--- src/spindle_params.svh ---
// offsets, fields, reset values and timing counts
// assumes inclusion by its bare name from the design
`ifndef SPINDLE_PARAMS_SVH
`define SPINDLE_PARAMS_SVH

// ----------------------------------------------------------------
// register byte offsets
// ----------------------------------------------------------------
`define OFF_CFG 8'h00
`define OFF_LIMIT 8'h04
`define OFF_MARKER 8'h08
`define OFF_RMAX0 8'h0C
`define OFF_VMAX 8'h1C
`define OFF_VMIN 8'h20
`define OFF_VGC 8'h24
`define OFF_IVAL 8'h28
`define OFF_PDUR 8'h2C
`define OFF_SCMD 8'h30
`define OFF_SPIN 8'h34
`define OFF_DADDR 8'h38
`define OFF_STAT 8'h3C
`define OFF_AOUT 8'h40
`define OFF_STOP 8'h44

// ----------------------------------------------------------------
// field positions
// ----------------------------------------------------------------
`define CFG_EXTRA 0
`define CFG_MODE_LO 1
`define CFG_MODE_HI 2
`define CFG_SPCFG 3
`define SCMD_RANGE_LO 14
`define SCMD_RANGE_HI 15
`define SCMD_PROG 16
`define SPIN_CW 0
`define SPIN_CCW 1
`define SPIN_OSTOP 2
`define STAT_ERR 0

// ----------------------------------------------------------------
// reset values and limits
// ----------------------------------------------------------------
`define RST_VMAX 16'h1F40
`define SPEED_MAX 14'h270F

// ----------------------------------------------------------------
// timing
// ----------------------------------------------------------------
`define CLK_MHZ 100
`define STEP_MS 50
`define STEP_CYCLES (`STEP_MS * 1000 * `CLK_MHZ)

`endif

--- src/spindle_pkg.sv ---
// types shared by the spindle range and gear change logic
// assumes the params header sits in the same folder
package spindle_pkg;

   // ----------------------------------------------------------------
   // states
   // ----------------------------------------------------------------
   typedef enum logic [3:0] {
      st_run = 4'b0001,
      st_gc_level = 4'b0010,
      st_gc_code = 4'b0100,
      st_gc_busy = 4'b1000
   } gc_state_e;

   // ----------------------------------------------------------------
   // carriers
   // ----------------------------------------------------------------
   typedef struct packed {
      logic spcfg;
      logic [1:0] mode;
      logic extra;
   } cfg_s;

   typedef struct packed {
      logic [1:0] code;
      logic valid;
   } range_out_s;

   typedef logic signed [14:0] rmax_t;

endpackage : spindle_pkg

--- src/spindle_range_gear_change_control.sv ---
// spindle speed range selection, gear change handshake and analog output
// assumes an apb master on pclk and machine interface inputs synchronous to pclk
//
// Function
// - at standstill, following distance growth beyond limit raises an error
// - extra offset on: stop offset is marker offset plus d value
// - extra offset off: d value ignored, marker offset only
// - four ranges, selected by four consecutive range codes
// - automatic mode picks the range holding the speed unless one is programmed
// - fitting speed updates output at once, else a range change starts
// - range change drives gear level first, then outputs the new code
// - after the drop the new range is active and output goes to speed level
// - spindle permitted low inhibits rotation at any time
// - mode 0 manual open, 1 auto open, 2 manual closed, 3 auto closed
// - range mode unavailable while spindle configuration is zero
// - each range holds a signed maximum speed up to 9999; range maximum writes are not limited, any 15-bit signed value is stored
// - range maximum sign sets output polarity for both directions
// - maximum analog voltage held in millivolts
// - minimum analog voltage held in millivolts
// - gear change voltage held in millivolts
// - pulse interval in 50 ms steps, zero gives steady voltage
// - alternation drives gear voltage positive and negative per pulse
// - pulse duration in 50 ms steps up to 255, zero gives steady voltage
//
// Implementation choices: the register addresses and the APB register port.
`include "spindle_params.svh"
`timescale 1ns/10ps
`default_nettype none

module spindle_range_gear_change_control
   import spindle_pkg::*;
#(
   parameter int unsigned STEP_CYCLES = `STEP_CYCLES,
   parameter int unsigned ADDR_W = 8,
   parameter int unsigned FD_W = 20
) (
   input wire logic pclk,
   input wire logic presetn,
   input wire logic psel,
   input wire logic penable,
   input wire logic pwrite,
   input wire logic [ADDR_W-1:0] paddr,
   input wire logic [31:0] pwdata,
   output logic pready,
   output logic [31:0] prdata,
   output logic pslverr,
   input wire logic function_ready,
   input wire logic spindle_permitted,
   input wire logic at_standstill,
   input wire logic [FD_W-1:0] following_distance,
   output logic signed [16:0] analog_out_mv,
   output range_out_s range_select_codes,
   output logic rotation_enable,
   output logic loop_closed,
   output logic standstill_error,
   output logic signed [20:0] stop_offset
);

   // ----------------------------------------------------------------
   // elaboration checks
   // ----------------------------------------------------------------
   if (STEP_CYCLES < 1) begin : g_bad_step
      $error("STEP_CYCLES must be at least one");
   end
   if (ADDR_W < 7 || FD_W < 2 || FD_W > 31) begin : g_bad_w
      $error("ADDR_W or FD_W out of range");
   end

   // ----------------------------------------------------------------
   // functions
   // ----------------------------------------------------------------
   function automatic logic [13:0] mag15(input rmax_t v);
      logic [14:0] a;
      a = v[14] ? 15'(-v) : 15'(v);
      return a[13:0];
   endfunction : mag15

   function automatic logic [15:0] scale_mv(input logic [13:0] spd,
                                            input logic [13:0] rm,
                                            input logic [15:0] vmax);
      logic [29:0] p;
      logic [29:0] q;
      p = 30'(spd) * 30'(vmax);
      q = (rm == 14'h0000) ? 30'h0000_0000 : p / 30'(rm);
      return (q > 30'(vmax)) ? vmax : q[15:0];
   endfunction : scale_mv

   // ----------------------------------------------------------------
   // register state
   // ----------------------------------------------------------------
   cfg_s cfg_q;
   logic [19:0] limit_q;
   logic [18:0] marker_q;
   rmax_t rmax_q [4];
   logic [15:0] vmax_q;
   logic [15:0] vmin_q;
   logic [15:0] vgc_q;
   logic [7:0] ival_q;
   logic [7:0] pdur_q;
   logic [13:0] speed_q;
   logic cw_q;
   logic ccw_q;
   logic signed [19:0] daddr_q;
   logic err_q;
   gc_state_e state_q;
   logic [1:0] active_q;
   logic [1:0] target_q;

   // ----------------------------------------------------------------
   // apb decode
   // ----------------------------------------------------------------
   logic [7:0] addr;
   logic setup;
   logic access;
   logic wr;
   logic mapped;
   logic busy;
   logic refuse;
   logic [1:0] mode_eff;
   logic auto_mode;

   assign addr = paddr[7:0];
   assign setup = psel & ~penable;
   assign access = psel & penable;
   assign busy = (state_q != st_run);
   assign mode_eff = cfg_q.spcfg ? cfg_q.mode : 2'b00;
   assign auto_mode = mode_eff[0];
   assign loop_closed = mode_eff[1];
   assign mapped = (addr[1:0] == 2'b00) && (addr <= `OFF_STOP) && ((paddr >> 8) == '0);
   // speed commands mid gear change are refused rather than queued
   assign refuse = pwrite && (addr == `OFF_SCMD) && busy;
   assign wr = access & pwrite & mapped & ~refuse;
   assign pready = 1'b1;
   assign pslverr = access & (~mapped | refuse);

   // ----------------------------------------------------------------
   // configuration registers
   // ----------------------------------------------------------------
   always_ff @(posedge pclk or negedge presetn) begin
      if (!presetn) begin
         cfg_q <= '0;
         limit_q <= '0;
         marker_q <= '0;
         vmax_q <= `RST_VMAX;
         vmin_q <= '0;
         vgc_q <= '0;
         ival_q <= '0;
         pdur_q <= '0;
         daddr_q <= '0;
         for (int i = 0; i < 4; i++) begin
            rmax_q[i] <= '0;
         end
      end else if (wr) begin
         unique case (addr)
            `OFF_CFG: cfg_q <= pwdata[`CFG_SPCFG:`CFG_EXTRA];
            `OFF_LIMIT: limit_q <= pwdata[19:0];
            `OFF_MARKER: marker_q <= pwdata[18:0];
            `OFF_VMAX: vmax_q <= pwdata[15:0];
            `OFF_VMIN: vmin_q <= pwdata[15:0];
            `OFF_VGC: vgc_q <= pwdata[15:0];
            `OFF_IVAL: ival_q <= pwdata[7:0];
            `OFF_PDUR: pdur_q <= pwdata[7:0];
            `OFF_DADDR: daddr_q <= pwdata[19:0];
            default: begin
               for (int i = 0; i < 4; i++) begin
                  if (addr == 8'(`OFF_RMAX0 + 4 * i)) begin
                     rmax_q[i] <= pwdata[14:0];
                  end
               end
            end
         endcase
      end
   end

   // ----------------------------------------------------------------
   // direction and oriented stop
   // ----------------------------------------------------------------
   always_ff @(posedge pclk or negedge presetn) begin
      if (!presetn) begin
         cw_q <= 1'b0;
         ccw_q <= 1'b0;
         stop_offset <= '0;
      end else if (wr && addr == `OFF_SPIN) begin
         cw_q <= pwdata[`SPIN_CW];
         ccw_q <= pwdata[`SPIN_CCW] & ~pwdata[`SPIN_CW];
         if (pwdata[`SPIN_OSTOP]) begin
            if (cfg_q.extra) begin
               stop_offset <= 21'(marker_q) + 21'(daddr_q);
            end else begin
               stop_offset <= 21'(marker_q);
            end
         end
      end
   end

   // ----------------------------------------------------------------
   // range selection
   // ----------------------------------------------------------------
   logic [1:0] pick;
   logic [13:0] new_spd;
   logic [1:0] new_tgt;
   logic new_cmd;

   assign new_spd = (pwdata[13:0] > `SPEED_MAX) ? `SPEED_MAX : pwdata[13:0];
   assign new_cmd = wr && (addr == `OFF_SCMD);

   // ranges assumed ascending and non-overlapping; above all goes to the top
   always_comb begin
      pick = 2'd3;
      for (int i = 3; i >= 0; i--) begin
         if (new_spd <= mag15(rmax_q[i])) begin
            pick = 2'(i);
         end
      end
   end

   always_comb begin
      if (pwdata[`SCMD_PROG]) begin
         new_tgt = pwdata[`SCMD_RANGE_HI:`SCMD_RANGE_LO];
      end else if (auto_mode) begin
         new_tgt = pick;
      end else begin
         new_tgt = active_q;
      end
   end

   // ----------------------------------------------------------------
   // gear change sequence
   // ----------------------------------------------------------------
   always_ff @(posedge pclk or negedge presetn) begin
      if (!presetn) begin
         state_q <= st_run;
         active_q <= 2'd0;
         target_q <= 2'd0;
         speed_q <= '0;
         range_select_codes <= '0;
      end else begin
         unique case (state_q)
            st_run: begin
               if (new_cmd) begin
                  speed_q <= new_spd;
                  target_q <= new_tgt;
                  if (new_tgt != active_q) begin
                     state_q <= st_gc_level;
                  end
               end
            end
            st_gc_level: begin
               state_q <= st_gc_code;
            end
            st_gc_code: begin
               range_select_codes.code <= target_q;
               range_select_codes.valid <= 1'b1;
               if (function_ready) begin
                  state_q <= st_gc_busy;
               end
            end
            st_gc_busy: begin
               if (!function_ready) begin
                  state_q <= st_run;
                  active_q <= target_q;
               end
            end
         endcase
      end
   end

   // ----------------------------------------------------------------
   // 50 ms step divider and rotation pulses
   // ----------------------------------------------------------------
   logic [31:0] div_q;
   logic step;
   logic [7:0] pcnt_q;
   logic pon_q;
   logic pneg_q;
   logic alt;

   assign step = (div_q == 32'(STEP_CYCLES - 1));
   assign alt = (ival_q != 8'h00) && (pdur_q != 8'h00);

   always_ff @(posedge pclk or negedge presetn) begin
      if (!presetn) begin
         div_q <= '0;
      end else begin
         div_q <= step ? 32'h0000_0000 : div_q + 32'h0000_0001;
      end
   end

   always_ff @(posedge pclk or negedge presetn) begin
      if (!presetn) begin
         pcnt_q <= '0;
         pon_q <= 1'b1;
         pneg_q <= 1'b0;
      end else if (state_q == st_run) begin
         pcnt_q <= '0;
         pon_q <= 1'b1;
         pneg_q <= 1'b0;
      end else if (alt && step) begin
         if (pon_q && pcnt_q + 8'h01 >= pdur_q) begin
            pcnt_q <= '0;
            pon_q <= 1'b0;
         end else if (!pon_q && pcnt_q + 8'h01 >= ival_q) begin
            pcnt_q <= '0;
            pon_q <= 1'b1;
            pneg_q <= ~pneg_q;
         end else begin
            pcnt_q <= pcnt_q + 8'h01;
         end
      end
   end

   // ----------------------------------------------------------------
   // analog output
   // ----------------------------------------------------------------
   logic [15:0] raw_mv;
   logic [15:0] clamp_mv;
   logic neg_pol;
   logic turning;
   logic signed [16:0] aout_d;

   assign raw_mv = scale_mv(speed_q, mag15(rmax_q[active_q]), vmax_q);
   assign turning = cw_q | ccw_q;
   // sign of the range maximum flips both directions
   assign neg_pol = rmax_q[active_q][14] ^ ccw_q;

   always_comb begin
      if (raw_mv < vmin_q) begin
         clamp_mv = vmin_q;
      end else if (raw_mv > vmax_q) begin
         clamp_mv = vmax_q;
      end else begin
         clamp_mv = raw_mv;
      end
   end

   always_comb begin
      aout_d = '0;
      if (!spindle_permitted) begin
         aout_d = '0;
      end else if (busy) begin
         if (!alt) begin
            aout_d = 17'(vgc_q);
         end else if (pon_q) begin
            aout_d = pneg_q ? -17'(vgc_q) : 17'(vgc_q);
         end
      end else if (turning && speed_q != 14'h0000) begin
         aout_d = neg_pol ? -17'(clamp_mv) : 17'(clamp_mv);
      end
   end

   always_ff @(posedge pclk or negedge presetn) begin
      if (!presetn) begin
         analog_out_mv <= '0;
         rotation_enable <= 1'b0;
      end else begin
         analog_out_mv <= aout_d;
         rotation_enable <= spindle_permitted & (turning | busy);
      end
   end

   // ----------------------------------------------------------------
   // standstill monitoring
   // ----------------------------------------------------------------
   logic still_q;
   logic [FD_W-1:0] base_q;
   logic signed [FD_W:0] growth;
   logic err_set;
   logic err_clr;

   assign growth = $signed({1'b0, following_distance}) - $signed({1'b0, base_q});
   assign err_set = still_q && at_standstill && (growth > $signed((FD_W+1)'(limit_q)));
   assign err_clr = wr && (addr == `OFF_STAT) && pwdata[`STAT_ERR];
   assign standstill_error = err_q;

   always_ff @(posedge pclk or negedge presetn) begin
      if (!presetn) begin
         still_q <= 1'b0;
         base_q <= '0;
      end else begin
         still_q <= at_standstill;
         if (at_standstill && !still_q) begin
            base_q <= following_distance;
         end
      end
   end

   // set wins over a clear in the same cycle
   always_ff @(posedge pclk or negedge presetn) begin
      if (!presetn) begin
         err_q <= 1'b0;
      end else if (err_set) begin
         err_q <= 1'b1;
      end else if (err_clr) begin
         err_q <= 1'b0;
      end
   end

   // ----------------------------------------------------------------
   // read data
   // ----------------------------------------------------------------
   logic [31:0] rd_d;

   always_comb begin
      rd_d = '0;
      unique case (addr)
         `OFF_CFG: rd_d = 32'({cfg_q.spcfg, mode_eff, cfg_q.extra});
         `OFF_LIMIT: rd_d = 32'(limit_q);
         `OFF_MARKER: rd_d = 32'(marker_q);
         `OFF_VMAX: rd_d = 32'(vmax_q);
         `OFF_VMIN: rd_d = 32'(vmin_q);
         `OFF_VGC: rd_d = 32'(vgc_q);
         `OFF_IVAL: rd_d = 32'(ival_q);
         `OFF_PDUR: rd_d = 32'(pdur_q);
         `OFF_SCMD: rd_d = 32'({target_q, speed_q});
         `OFF_SPIN: rd_d = 32'({ccw_q, cw_q});
         `OFF_DADDR: rd_d = {12'h000, daddr_q};
         `OFF_STAT: rd_d = 32'({state_q, target_q, active_q, loop_closed, busy, err_q});
         `OFF_AOUT: rd_d = {15'h0000, analog_out_mv};
         `OFF_STOP: rd_d = {11'h000, stop_offset};
         default: begin
            for (int i = 0; i < 4; i++) begin
               if (addr == 8'(`OFF_RMAX0 + 4 * i)) begin
                  rd_d = {17'h0_0000, rmax_q[i]};
               end
            end
         end
      endcase
   end

   always_ff @(posedge pclk or negedge presetn) begin
      if (!presetn) begin
         prdata <= '0;
      end else if (setup && !pwrite) begin
         prdata <= mapped ? rd_d : 32'h0000_0000;
      end
   end

endmodule : spindle_range_gear_change_control

`default_nettype wire

--- config.mk ---
export PLATFORM = sky130hd
export DESIGN_NAME = spindle_range_gear_change_control
export DESIGN_NICKNAME = d
export VERILOG_FILES = /design/src/spindle_pkg.sv /design/src/spindle_range_gear_change_control.sv
export VERILOG_INCLUDE_DIRS = /design/src
export SDC_FILE = /design/constraint.sdc
export NUM_CORES = 2
export LEC_CHECK = 0
export BUFFER_PORTS_ARGS = -buffer_cell sky130_fd_sc_hd__buf_4
export CORE_MARGIN = 3
export CORE_UTILIZATION = 35
export CTS_CLUSTER_DIAMETER = 100
export DETAILED_ROUTE_END_ITERATION = 7
export GPL_TIMING_DRIVEN = 1
export HOLD_SLACK_MARGIN = 0.02
export PLACE_DENSITY = 0.54
export SETUP_SLACK_MARGIN = 0.05
export SLEW_MARGIN = 20
export SYNTH_ARGS = -nofsm -noshare
export SYNTH_HDL_FRONTEND = slang
export SYNTH_SLANG_ARGS = --single-unit
--- constraint.sdc ---
create_clock -name pclk -period 248.2 [get_ports pclk]
set_input_delay 0 -clock pclk [delete_from_list [all_inputs] [get_ports pclk]]
set_output_delay 0 -clock pclk [all_outputs]
set_load 0.02 [all_outputs]
==> metrics.txt <==
synthesized cell area=48,600 um2; layout cell share with drive strength beyond 1=0.111; number of fill cells in the layout=14,100; Fmax=approximately 8.9 MHz; Warnings, synthesis=0; CTS tree=built; CP Capture Type=flip-flop; WL per Instance=21.0 um; Worst R2R Start=speed_q[4]$_DFFE_PN0P_; clk buf depth=3; endpoints failing setup=0; top post-synthesis cells by area=dfrtp_1 17%, ha_1 15%, fa_1 6.9%, nand2_1 5.1%, mux2_2 4.9%; Multi-input gate area=38,100 um2; Worst path max stage delay=710 ps; sequential standard cell area=8470 um2; Crit-path slowest cell=o41ai_1; Core ar.=138,000 um2; Nets=about 6,800; num ports=146; antenna viol nets, final=0; Slew Limit Headroom=0.212; #FFs+latches synth=338; CP startpoint=speed_q[4]$_DFFE_PN0P_; Post-DP HPWL=129 mm; final hold vios=0; port bufs=121; DRC Markers=0; vias in the first global route=43,800; Final min period=112,850 ps; CP Data Required Time=approximately 250,000 ps; Post-CTS Setup Bufs=0; DR iter-0 viols=3,405; drt total wl=164 mm; final instance area=53,500 um2; cell mode on critical path=o21a_1; drt via density=just under 6; HP Class=input port to asynchronous set/reset pin; crit path DAT=around 110,000 ps; largest net degree at the start of global routing=165; TritonCTS Buffers=35; area leader, netlist=dfrtp_1; first-pass GRT wire length=257 mm; Cell Rows=136; final worst-path cycle share=0.455; vias after detailed routing=45,400; Worst Skew=around 33 ps; Initial Utilization=0.353; Pre-Repair DR Iteration Count=8; RSZ-0062 raised after global routing=no; total gr overflow=0; register-to-register setup slack=135,350 ps; r2r endpoint=analog_out_mv[12]$_DFF_PN0_; Die X=approximately 380 um; final slew viol count=0; crit start category=flip-flop; placed inst area=51,800 um2; hold_ws=136 ps; Worst-path clk slew=70 ps; clk sinks=338; WP buf/inv=26; status=completed; share of the synthesized area in the top cell type=0.170; synth unique cells=128; Critical Path End=analog_out_mv[12]$_DFF_PN0_; Post-Syn Instances=around 6,000; register area share after synthesis=0.174; initial antenna violation count=1; ys async rst share=1.00; crit-path max FO=35; Slew @ Worst Pin=between 1000 and 1500 ps; most common cell after layout, fill and taps aside=nand2_1; Placer Congestion=0.926; Levels on crit path=477; gr usage total=0.225; Skew-Pair Late Insertion Delay=580 ps; cell family with most CP delay=compound AO/OA/AOI/OAI gates; die height=379 um; die area=143,000 um2; Post-synth EDFFs=0; Synth Flop Type=dfrtp_1; FF-to-FF path depth=477; H-tree depth=2; synthesis-to-layout area growth=9.93%; setup TNS=0 ps; Crit Path Class=flip-flop to flip-flop; Mean Syn Cell Area=8.19 um2; CTS root buf=clkbuf_16; Max-Cap Viols=0; commonest non-fill, non-tap cells in the layout=658 x nand2_1, 595 x ha_1, 355 x inv_1; post-CTS sizing=0
-- worst reg2reg max path, delay by kind of cell (launching register included) --
family | cells | cell delay (ps)
flops | 1 | 680
simple gates | 123 | 28150
xor+xnor | 1 | 330
fa+ha+maj | 38 | 13410
compound gates | 283 | 62690
mux | 6 | 1980
buf+inv | 26 | 5560
-- timing repair --
item	4_1_cts	5_1_grt
endpoints found under the hold margin	333	0
endpoints found under the setup margin	0	0
hold buffers	46	0
-- how the worst min path moves through the flow --
stage	start	to	slack, ps	cells after the start
floorplan	presetn	active_q[0]$_DFFE_PN0P_	-300	0
global placement	at_standstill	still_q$_DFF_PN0_	130	1
detailed placement	at_standstill	still_q$_DFF_PN0_	130	1
CTS	at_standstill	still_q$_DFF_PN0_	150	2
global route	at_standstill	still_q$_DFF_PN0_	170	2
finish	presetn	div_q[1]$_DFF_PN0_	140	2
-- kinds of logic (layout without fill, tap and decap cells) --
logic type	after synthesis	in the layout	synth area share
and+or+nand+nor	2018	2018	0.205
AOI/OAI and AO/OA	1640	1640	0.231
adders and majority gates	764	764	0.222
buffers and inverters	606	676	0.0487
DFF	338	338	0.174
xor gates and xnor gates	291	291	0.0527
muxes	279	279	0.0669
other	2	13	0.000154
-- area by class of cell --
type	instances	share of cell area
clock inverters	13	0.00360
clock buffers	48	0.0190
repair buffers	257	0.0386
diodes	1	0.0000468
well taps	1794	0.0420
multi-input cells	5004	0.713
inverters	358	0.0251
flip-flops and latches	338	0.158
-- state kept, by name (all words and copies together) (netlist names), 8 cells and up --
| register | count |
|---|---|
| rmax_q | 60 |
| stop_offset | 21 |
| marker_q | 19 |
| vmin_q | 16 |
| daddr_q | 20 |
| div_q | 32 |
| vgc_q | 16 |
| limit_q | 20 |
| base_q | 20 |
| speed_q | 14 |
| analog_out_mv | 17 |
| vmax_q | 16 |
| prdata | 21 |
| pcnt_q | 8 |
| ival_q | 8 |
| pdur_q | 8 |
-- metrics by stage --
stage          utilization  instances  setup slack (ps)
4_1_cts              0.388       7812            136100
5_1_grt              0.388       7813            125250
6_report             0.388       7813            135350
3_3_place_gp         0.376       7705            137210
2_1_floorplan            -       5948            149010
3_5_place_dp         0.376       7705            136670
-- Yosys cell counts, types with 16 or more instances --
library cell / instances
buf_2: 21
or2_2: 38
o22ai_1: 27
o2111ai_1: 17
nor3_1: 252
mux2i_1: 51
a211oi_1: 33
a31oi_1: 44
a22oi_1: 71
dfrtp_1: 330
o31ai_1: 170
nand2_1: 658
fa_1: 167
ha_1: 595
and2_1: 157
and3_1: 35
xor2_1: 140
nor2_1: 352
nor4_1: 33
a22o_1: 18
xnor2_1: 149
nor2b_1: 59
nand2b_1: 74
o211ai_1: 31
a221oi_1: 32
inv_1: 355
nand3_1: 123
a21oi_1: 303
clkbuf_1: 199
or4_1: 16
o21ai_0: 339
o21ai_1: 19
a21o_1: 83
nand4_1: 74
and4_1: 19
or3_1: 50
mux2_2: 211
buf_4: 16
o21a_1: 199
o21bai_1: 39
-- layer usage --
metal | GRT usage | wire, um | vias to the layer above | share of wire
met3 | 0.0169 | 7980 | 221 | 0.049
met1 | 0.314 | 76000 | 22100 | 0.46
met5 | 0 | 0 | - | 0
met4 | 0.0672 | 5370 | 0 | 0.033
li1 | - | - | 21800 | -
met2 | 0.372 | 74900 | 1258 | 0.46
Power is left out: the tool's default activity adds up to more than one toggle a clock period on the data nets, which glitch-free logic cannot reach.
